$ cat config.mk
export PLATFORM = sky130hd
export DESIGN_NAME = cgc_top
export DESIGN_NICKNAME = d
export VERILOG_FILES = /design/src/core/cgc_pkg.sv /design/src/core/cgc_dll_if.sv /design/src/core/cgc_dll.sv /design/src/core/cgc_top.sv
export SDC_FILE = /design/constraint.sdc
export NUM_CORES = 1
export LEC_CHECK = 0
export BUFFER_PORTS_ARGS = -buffer_cell sky130_fd_sc_hd__buf_2
export CAP_MARGIN = 20
export CORE_ASPECT_RATIO = 0.6
export CORE_MARGIN = 2
export CORE_UTILIZATION = 35
export DETAILED_ROUTE_END_ITERATION = 10
export GPL_TIMING_DRIVEN = 0
export PLACE_DENSITY = 0.56
export SLEW_MARGIN = 20
export SYNTH_ARGS = -nofsm -noshare
export SYNTH_HDL_FRONTEND = slang
export SYNTH_SLANG_ARGS = --single-unit
$ cat constraint.sdc
create_clock -name core_clk -period 1.74 [get_ports core_clk]
set_input_delay 0.522 -clock core_clk [delete_from_list [all_inputs] [get_ports core_clk]]
set_output_delay 0.522 -clock core_clk [all_outputs]
set_load 0.02 [all_outputs]
$ cat src/core/cgc_pkg.sv
// constants and types shared by the core and cache clock generator
package cgc_pkg;

	// ==========================================================
	// clock and configuration codes
	localparam int CGC_CLK_PERIOD_NS = 10;
	localparam logic [3:0] CGC_CFG_BYPASS = 4'h3;
	localparam logic [3:0] CGC_CFG_OFF = 4'hf;

	// ==========================================================
	// cache clock divisor field of the cache control register
	localparam int CGC_FIELD_LSB = 4;
	localparam int CGC_FIELD_MSB = 6;
	localparam logic [2:0] CGC_DIV_NONE = 3'h0;
	localparam logic [2:0] CGC_DIV_1 = 3'h1;
	localparam logic [2:0] CGC_DIV_1P5 = 3'h2;
	localparam logic [2:0] CGC_DIV_2 = 3'h3;
	localparam logic [2:0] CGC_DIV_2P5 = 3'h4;
	localparam logic [2:0] CGC_DIV_3 = 3'h5;

	// divided period in ticks; one tick is half a core clock period
	localparam logic [2:0] CGC_TICKS_STOP = 3'h0;
	localparam logic [2:0] CGC_TICKS_DIV_1 = 3'h2;
	localparam logic [2:0] CGC_TICKS_DIV_1P5 = 3'h3;
	localparam logic [2:0] CGC_TICKS_DIV_2 = 3'h4;
	localparam logic [2:0] CGC_TICKS_DIV_2P5 = 3'h5;
	localparam logic [2:0] CGC_TICKS_DIV_3 = 3'h6;
	localparam int CGC_MAX_TICKS = 6;

	// ==========================================================
	// delay loop
	localparam logic [2:0] CGC_TAP_RESET = 3'h0;
	localparam logic [3:0] CGC_LOCK_HITS = 4'h8;

	typedef enum logic [1:0] {
		CGC_MODE_PLL = 2'b00,
		CGC_MODE_BYPASS = 2'b01,
		CGC_MODE_OFF = 2'b10
	} cgc_mode_t;

endpackage

$ cat src/core/cgc_dll_if.sv
// link between the clock divider and the delay loop
`timescale 1ns/100ps
interface cgc_dll_if;
	logic run;
	logic [2:0] period;
	logic ref_clk;
	logic sync_in;
	logic dly_clk;
	logic [2:0] tap;
	logic locked;

	modport ctrl (
		output run,
		output period,
		output ref_clk,
		output sync_in,
		input dly_clk,
		input tap,
		input locked
	);

	modport dll (
		input run,
		input period,
		input ref_clk,
		input sync_in,
		output dly_clk,
		output tap,
		output locked
	);
endinterface

$ cat src/core/cgc_dll.sv
// delay loop that phase-aligns the divided cache clock to the returned sync
`timescale 1ns/100ps
module cgc_dll
	import cgc_pkg::*;
#(
	parameter int MAX_TAPS = CGC_MAX_TICKS
) (
	input wire logic core_clk,
	input wire logic rst,
	cgc_dll_if.dll lnk
);

	// a tap change needs a full trip through pads and board before it shows
	localparam int SETTLE_TICKS = 2 * MAX_TAPS;
	localparam int SW = $clog2(SETTLE_TICKS + 1);

	logic [MAX_TAPS-1:0] hist;
	logic ref_q;
	logic sync_q;
	logic [2:0] period_q;
	logic [3:0] hits;
	logic [2:0] tap;
	logic locked;
	logic dly_clk;
	logic ref_rise;
	logic sync_rise;
	logic restart;
	logic [SW-1:0] settle;
	logic sync_seen;

	assign ref_rise = lnk.ref_clk & ~ref_q;
	assign sync_rise = lnk.sync_in & ~sync_q;
	assign sync_seen = sync_rise & (settle == '0);
	// a new divisor makes the old tap meaningless
	assign restart = ~lnk.run | (period_q != lnk.period);
	assign lnk.dly_clk = dly_clk;
	assign lnk.tap = tap;
	assign lnk.locked = locked;

	// ==========================================================
	// edge history
	always_ff @(posedge core_clk) begin
		if (rst) begin
			hist <= '0;
			ref_q <= 1'b0;
			sync_q <= 1'b0;
			period_q <= CGC_TICKS_STOP;
		end else begin
			hist <= {hist[MAX_TAPS-2:0], lnk.ref_clk};
			ref_q <= lnk.ref_clk;
			sync_q <= lnk.sync_in;
			period_q <= lnk.period;
		end
	end

	// ==========================================================
	// tap search: step one tap whenever a return seen after the settle window misses the edge
	always_ff @(posedge core_clk) begin
		if (rst || restart) begin
			tap <= CGC_TAP_RESET;
		end else if (sync_seen && !ref_rise) begin
			// wraps within one divided period at most
			tap <= (3'(tap + 3'h1) >= lnk.period) ? CGC_TAP_RESET : 3'(tap + 3'h1);
		end
	end

	always_ff @(posedge core_clk) begin
		if (rst || restart) begin
			hits <= '0;
			locked <= 1'b0;
		end else if (sync_seen) begin
			if (ref_rise) begin
				hits <= (hits == CGC_LOCK_HITS) ? hits : 4'(hits + 4'h1);
				locked <= locked | (hits == 4'(CGC_LOCK_HITS - 4'h1));
			end else begin
				hits <= '0;
				locked <= 1'b0;
			end
		end
	end

	// ==========================================================
	// settle window
	// stepping again on stale return edges would chase the tap round forever;
	// a round trip longer than the window is not tolerated
	always_ff @(posedge core_clk) begin
		if (rst || restart) begin
			settle <= SW'(SETTLE_TICKS);
		end else if (sync_seen && !ref_rise) begin
			settle <= SW'(SETTLE_TICKS);
		end else if (settle != '0) begin
			settle <= SW'(settle - 1'b1);
		end
	end

	// ==========================================================
	// delay line output
	always_ff @(posedge core_clk) begin
		if (rst || !lnk.run) begin
			dly_clk <= 1'b0;
		end else begin
			dly_clk <= (tap == CGC_TAP_RESET) ? lnk.ref_clk : hist[3'(tap - 3'h1)];
		end
	end
endmodule

$ cat src/core/cgc_top.sv
// core clock mode selection and cache clock divider with delay loop
// ==========================================================
// Notes on behaviour
// code 0011: pll off, bypass, 1:1 ratio
// code 1111: pll off, no clocking
// system applies only documented pll codes
// cache clock divided from core, via dll
// divisor from field: 1, 1.5, 2, 2.5, 3
// sync out returned on sync in, aligned
// software keeps cache clock above 80 MHz
// parity generation off implies checking off
// divisor field is register bits 4 to 6
// dll delays outputs up to one period
// pll off: sram clocks and sync static
`timescale 1ns/100ps
module cgc_top
	import cgc_pkg::*;
(
	input wire logic core_clk,
	input wire logic rst,
	input wire logic [3:0] pll_cfg,
	input wire logic [31:0] cache_control_register,
	input wire logic cache_sync_loop_in,
	output logic pll_enable,
	output logic core_clock_on,
	output logic bus_ratio_1to1,
	output logic core_clock_out,
	output logic sram_clock_out_a,
	output logic sram_clock_out_b,
	output logic cache_sync_loop_out,
	output logic [2:0] dll_tap,
	output logic dll_locked
);

	cgc_mode_t mode;
	cgc_mode_t next_mode;
	logic [2:0] period;
	logic [2:0] next_period;
	logic [2:0] cnt;
	logic div_ref;
	logic run;
	logic [2:0] field;

	cgc_dll_if lnk ();

	assign field = cache_control_register[CGC_FIELD_MSB:CGC_FIELD_LSB];
	assign run = (mode != CGC_MODE_OFF) && (period != CGC_TICKS_STOP);
	assign lnk.run = run;
	assign lnk.period = period;
	assign lnk.ref_clk = div_ref;
	assign lnk.sync_in = cache_sync_loop_in;

	cgc_dll #(
		.MAX_TAPS(CGC_MAX_TICKS)
	) i_cgc_dll (
		.core_clk(core_clk),
		.rst(rst),
		.lnk(lnk)
	);

	// ==========================================================
	// core clock mode
	always_comb begin
		case (pll_cfg)
			CGC_CFG_BYPASS: next_mode = CGC_MODE_BYPASS;
			CGC_CFG_OFF: next_mode = CGC_MODE_OFF;
			// reserved codes are not expected; they fall to the pll path
			default: next_mode = CGC_MODE_PLL;
		endcase
	end

	always_ff @(posedge core_clk) begin
		if (rst) begin
			mode <= CGC_MODE_PLL;
			pll_enable <= 1'b0;
			core_clock_on <= 1'b0;
			bus_ratio_1to1 <= 1'b0;
		end else begin
			mode <= next_mode;
			pll_enable <= (next_mode == CGC_MODE_PLL);
			core_clock_on <= (next_mode != CGC_MODE_OFF);
			bus_ratio_1to1 <= (next_mode == CGC_MODE_BYPASS);
		end
	end

	// core clock ticks straight from the reference; halted only when off
	always_ff @(posedge core_clk) begin
		if (rst || mode == CGC_MODE_OFF) begin
			core_clock_out <= 1'b0;
		end else begin
			core_clock_out <= ~core_clock_out;
		end
	end

	// ==========================================================
	// divisor select
	always_comb begin
		case (field)
			CGC_DIV_1: next_period = CGC_TICKS_DIV_1;
			CGC_DIV_1P5: next_period = CGC_TICKS_DIV_1P5;
			CGC_DIV_2: next_period = CGC_TICKS_DIV_2;
			CGC_DIV_2P5: next_period = CGC_TICKS_DIV_2P5;
			CGC_DIV_3: next_period = CGC_TICKS_DIV_3;
			default: next_period = CGC_TICKS_STOP;
		endcase
	end

	always_ff @(posedge core_clk) begin
		if (rst) begin
			period <= CGC_TICKS_STOP;
		end else begin
			period <= next_period;
		end
	end

	// ==========================================================
	// divider; odd tick counts give the half-step ratios
	always_ff @(posedge core_clk) begin
		if (rst || !run) begin
			cnt <= 3'h0;
			div_ref <= 1'b0;
		end else begin
			cnt <= (3'(cnt + 3'h1) >= period) ? 3'h0 : 3'(cnt + 3'h1);
			div_ref <= (cnt < (period >> 1));
		end
	end

	// ==========================================================
	// pad outputs; both sram clocks and sync share one source for equal skew
	always_ff @(posedge core_clk) begin
		if (rst || !run) begin
			sram_clock_out_a <= 1'b0;
			sram_clock_out_b <= 1'b0;
			cache_sync_loop_out <= 1'b0;
		end else begin
			sram_clock_out_a <= lnk.dly_clk;
			sram_clock_out_b <= lnk.dly_clk;
			cache_sync_loop_out <= lnk.dly_clk;
		end
	end

	always_ff @(posedge core_clk) begin
		if (rst) begin
			dll_tap <= CGC_TAP_RESET;
			dll_locked <= 1'b0;
		end else begin
			dll_tap <= lnk.tap;
			dll_locked <= lnk.locked;
		end
	end
endmodule

# Word level (Yosys, flattened, before mapping)
# Index checks and enable logic that the tools add are counted.
# Widths: inputs -> output; s select.
[totals] ff_bits=42 elab_cells=77
[classes] reduce_logical=15 magnitude_cmp=4 n_bitwise=9 eq_ne=15 n_addsub=5 n_mux=9
[ops] op="$pmux 3 s5" n=1
[ops] op="$eq 4x4->1 const B" n=2
[ops] op="$mux 4" n=2
[ops] op="$add 3x1->3 const B" n=2
[ops] op="$eq 3x2->1 const B" n=2
[ops] op="$eq 3x3->1 const B" n=2
[ops] op="$ge 3x3->1" n=2
[ops] op="$ne 2x2->1 const B" n=3
[ops] op="$add 4x1->4 const B" n=1
[ops] op="$eq 4x2->1 const B" n=1
[ops] op="$eq 4x3->1 const B" n=1
[ops] op="$logic_not 4->1" n=1
[ops] op="$lt 3x4->1 const B" n=1
[ops] op="$not 1->1" n=4
[ops] op="$pmux 2 s2" n=1
[ops] op="$reduce_bool 4->1" n=1
[ops] op="$reduce_or 2->1" n=2
[ops] op="$sub 4x1->4 const B" n=1
[ops] op="$and 1x1->1" n=3
[ops] op="$bmux 1 s3" n=1
[ops] op="$eq 3x1->1 const B" n=1
[ops] op="$logic_not 3->1" n=1
[ops] op="$logic_or 1x1->1" n=3
[ops] op="$lt 3x2->1" n=1
[ops] op="12 further kinds" n=17

# Depth between registers and ports, before layout
[depth] depth_word=6 mapped_depth=7 depth_no_buf=7

# Hierarchy
# Synthesis repeated with hierarchy kept, for this count alone.
[unflattened] hier_cells=184 hier_area_um2=1844.3
[modules_own_cells] mod="cgc_dll" cells_each=118 area_each_um2=1157.4 instances=1
[modules_own_cells] mod="cgc_top" cells_each=66 area_each_um2=686.9 instances=1

# Worst setup path after synthesis
# No wires, ideal clock.
[synth_timing] kind="reg2reg" startpoint="reg i_cgc_dll.tap[0], in the netlist i_cgc_dll.lnk.tap[0]" endpoint="reg i_cgc_dll.tap[2], in the netlist i_cgc_dll.lnk.tap[2]" synth_period_minus_slack_ns=1.775 stages_incl_launch_ff=8 arrival_time_ns=1.700 setup_time_ns=0.075 setup_slack_ns=-0.035 cell_sequence="dfxtp_1 ha_1 xor2_1 ha_1 a21o_1 a31oi_1 nand4b_1 a31oi_1"
[synth_between] elab_chain_cells=3
[synth_rtl] item="from (decl)" line="cgc_dll.sv:22" source="logic [2:0] tap;"
[synth_rtl] item="from (signal assigned)" line="cgc_dll.sv:63" source="tap <= (3'(tap + 3'h1) >= lnk.period) ? CGC_TAP_RESET : 3'(tap + 3'h1);"
[synth_rtl] item="$add 3x1->3 (*)" line="cgc_dll.sv:63"
[synth_rtl] item="$ge 3x3->1" line="cgc_dll.sv:63"
[synth_rtl] item="$mux 3 (*)" line="cgc_dll.sv:63"
# Every way passes the cells marked *; elsewhere a longest branch is shown, timed or not.
# A chain may end at the register's enable or synchronous reset.

# Worst setup path in the final report
# Same ends and word-level chain as after synthesis.

==> run metrics <==
CP Max Fanout 4; Seq. cell area 827 sq um; endpoint class of the critical path flip-flop; Synth Register Bits 41; commonest non-fill, non-tap cell in the layout dfxtp_1; setup_tns 0 ns; Sw Pwr between 0.4 and 0.5 mW; global-route wire length before repair between 5000 and 6000 um; via count roughly 1,300; Longest Clk Path Bufs 2; final core utilization 0.444; Final Max Tran Viols 0; area of the multi-input gates 993 sq um; Power Internal approximately 1.5 mW; die area 5820 sq um; layout cells sized above 1 0.251; HPWL after detailed placement between 2000 and 3000 um; mapped cell area around 1800 sq um; cts bufs inserted 5; final hold viol count 0; filler instances approximately 500; Crit-path slowest cell dfxtp_4; share of flip-flops with an asynchronous set or reset 0; Gate Count Post-Synth around 190; leakage power between 0.8 and 0.9 nW; remaining global-route overflow 0; Crit path arrival time slightly below 2 ns; Root Driver clkbuf_8; syn_nets ~240; WP depth 7; All-Layer GR Usage 0.131; Reg2Reg Depth 7; Worst Setup Start Kind flip-flop; Post-synth EDFFs 0; clock tree sinks a little over 40; min Tclk post-route between 1.5 and 2 ns; RSZ-0062 raised after global routing true; Clk pwr share 0.406; initial antenna violation count 0; Die H approximately 60 um; H-Tree Depth 2; most common flop cell mapped by yosys dfxtp_1; Hold Crit Class in2reg; Seq/Total Area, Yosys 0.450; max-cap viol count 0; Via density between 4 and 5; Worst Skew between 0.006 and 0.007 ns; WL per Instance about 12 um; CP bufs+invs 1; pwr dens around 850 nW/um^2; syn avg cell area about 9.7 sq um; final period utilization 0.990; crit path from i_cgc_dll.lnk.tap[0]; count of different cell masters after synthesis 37; combinational power share 0.084; Max Freq 580 MHz; Layout area overhead 22.3%; Post-CTS Hold Buffers 0; Final nets around 270; worst slew pin tran 0.574 ns; Top Ports 50; clk_lat worst skew ~0.29 ns; Antenna Nets Post-Route 0; initial DRC count 60; Reg2Reg Setup Slack 0.02 ns; DRC Markers 0; worst reg2reg path startpoint i_cgc_dll.lnk.tap[0]; r2r endpoint i_cgc_dll.lnk.tap[2]; IO buf count 20; GP Congestion approximately 0.78; Synth warnings 0; data required time of the worst path 1.96 ns; CP peak stage delay around 0.4 ns; CP Class reg2reg; CTS tree done; Initial Util 0.363; largest net degree at the start of global routing 15; Antenna diodes 0; Die W 97.2 um; sw frac 0.236; Slew HR 0.612; Row Count 20; core area 5030 sq um; Cell Chain, Critical Path clkinvlp_4, ha_4, ha_1, a21o_1, a31oi_4, nand3b_1, a31oi_1; Reg clk slew, reported paths roughly 0.08 ns; crit-path leading delay family compound AO/OA/AOI/OAI gates; final number of setup-violating endpoints 0; Critical Path Sink i_cgc_dll.lnk.tap[2]; total wire length ~3500 um; status complete, no violations; maximum vdd ir drop 0.420 mV; most frequent cells in the layout dfxtp_1, buf_2, nor2b_1, nor2_1, ha_1; drt first pass iters 4; register share of total power 0.510; number of global-route vias before repair between 1,000 and 1,500
## power groups by stage
| stage | Sequential [mW] | Combinational (mW) | Clock, mW |
|---|---|---|---|
| 6_report | 0.973 | 0.161 | 0.773 |
| 3_5_place_dp | 0.996 | 0.146 | 0 |
| 2_1_floorplan | 0.999 | 0.0913 | 0 |
| 3_3_place_gp | 0.996 | 0.143 | 0 |
| 5_1_grt | 0.976 | 0.182 | 0.840 |
| 4_1_cts | 0.972 | 0.155 | 0.793 |
## registers in the layout, summed over array words and instances (netlist names)
name / flops
i_cgc_dll.lnk.dly_clk: 1
div_ref: 1
core_clock_out: 1
i_cgc_dll.sync_q: 1
dll_locked: 1
i_cgc_dll.lnk.locked: 1
i_cgc_dll.hits: 4
i_cgc_dll.settle: 4
core_clock_on: 1
cache_sync_loop_out: 1
bus_ratio_1to1: 1
i_cgc_dll.lnk.tap: 3
dll_tap: 3
i_cgc_dll.hist: 6
pll_enable: 1
i_cgc_dll.period_q: 3
mode: 2
lnk.period: 3
cnt: 3
## synthesized netlist by cell type, drive strengths merged, types with 2 or more instances
master / number / area (sq um)
nor2b: 14 / 87.6
ha: 16 / 200
xor2: 5 / 43.8
o21ai: 5 / 25.0
nor4: 3 / 18.8
nand2: 7 / 26.3
nor2: 14 / 52.6
nand2b: 7 / 43.8
buf: 3 / 22.5
dfxtp: 41 / 821
nor3: 12 / 65.1
a21o: 2 / 15.0
inv: 13 / 48.8
a21oi: 8 / 40.0
xnor2: 4 / 35.0
a211o: 3 / 26.3
mux2i: 2 / 20.0
a31oi: 4 / 25.0
a211oi: 2 / 20.0
or3: 3 / 23.8
nand3b: 3 / 22.5
a41oi: 2 / 17.5
nand3: 5 / 37.5
clkbuf: 3 / 11.3
## what timing repair did
action                                  in CTS  in global routing
endpoints found under the setup margin      12                 12
pin swaps                                    6                  8
resized for setup                           10                  7
buffers inserted                             4                  1
## how the worst min path moves through the flow
stage / startpoint / endpoint / slack, ns / depth (start not counted)
detailed placement: core_clock_out / core_clock_out / 0.42 / 1
CTS: cache_control_register[4] / lnk.period[0] / 0.42 / 2
global placement: i_cgc_dll.lnk.dly_clk / cache_sync_loop_out / 0.41 / 1
global route: cache_control_register[4] / lnk.period[0] / 0.44 / 2
floorplan: i_cgc_dll.lnk.dly_clk / cache_sync_loop_out / 0.41 / 1
finish: cache_control_register[4] / lnk.period[0] / 0.43 / 2
## kinds of logic after synthesis
family                     synth area share
DFF                                   0.450
and+or+nand+nor                       0.230
xor gates and xnor gates             0.0432
buffers and inverters                0.0453
muxes                                0.0233
AOI/OAI and AO/OA                    0.0981
adders and majority gates             0.110
## cell type report
class | count | share of cell area
Sequential cell | 41 | 0.371
Buffer | 4 | 0.0101
Clock inverter | 3 | 0.0208
Multi-Input combinational cell | 128 | 0.445
Inverter | 13 | 0.0236
Tap cell | 66 | 0.0370
Clock buffer | 5 | 0.0308
Timing Repair Buffer | 25 | 0.0617
## metrics by stage
step | area (sq um) | cells | worst slack (ns) | power, mW | hold WS [ns]
finish | 2230 | 285 | 0.0170 | 1.91 | 0.426
global route | 2230 | 285 | -0.0678 | 2.00 | 0.437
CTS | 2200 | 285 | 0.000798 | 1.92 | 0.422
detailed placement | 2010 | 274 | -0.162 | 1.14 | 0.420
global placement | 2010 | 274 | -0.175 | 1.14 | 0.410
floorplan | 1830 | 188 | 0.0355 | 1.09 | 0.406
## metal layers
| metal | vias to the layer above | part of all wire | global-route usage |
|---|---|---|---|
| met2 | 17 | 0.37 | 0.178 |
| met5 | - | 0 | 0 |
| met4 | 0 | 0.013 | 0.0483 |
| met1 | 620 | 0.57 | 0.193 |
| li1 | 703 | - | - |
| met3 | 5 | 0.040 | 0.0409 |
(Power assumes the default switching activity.)
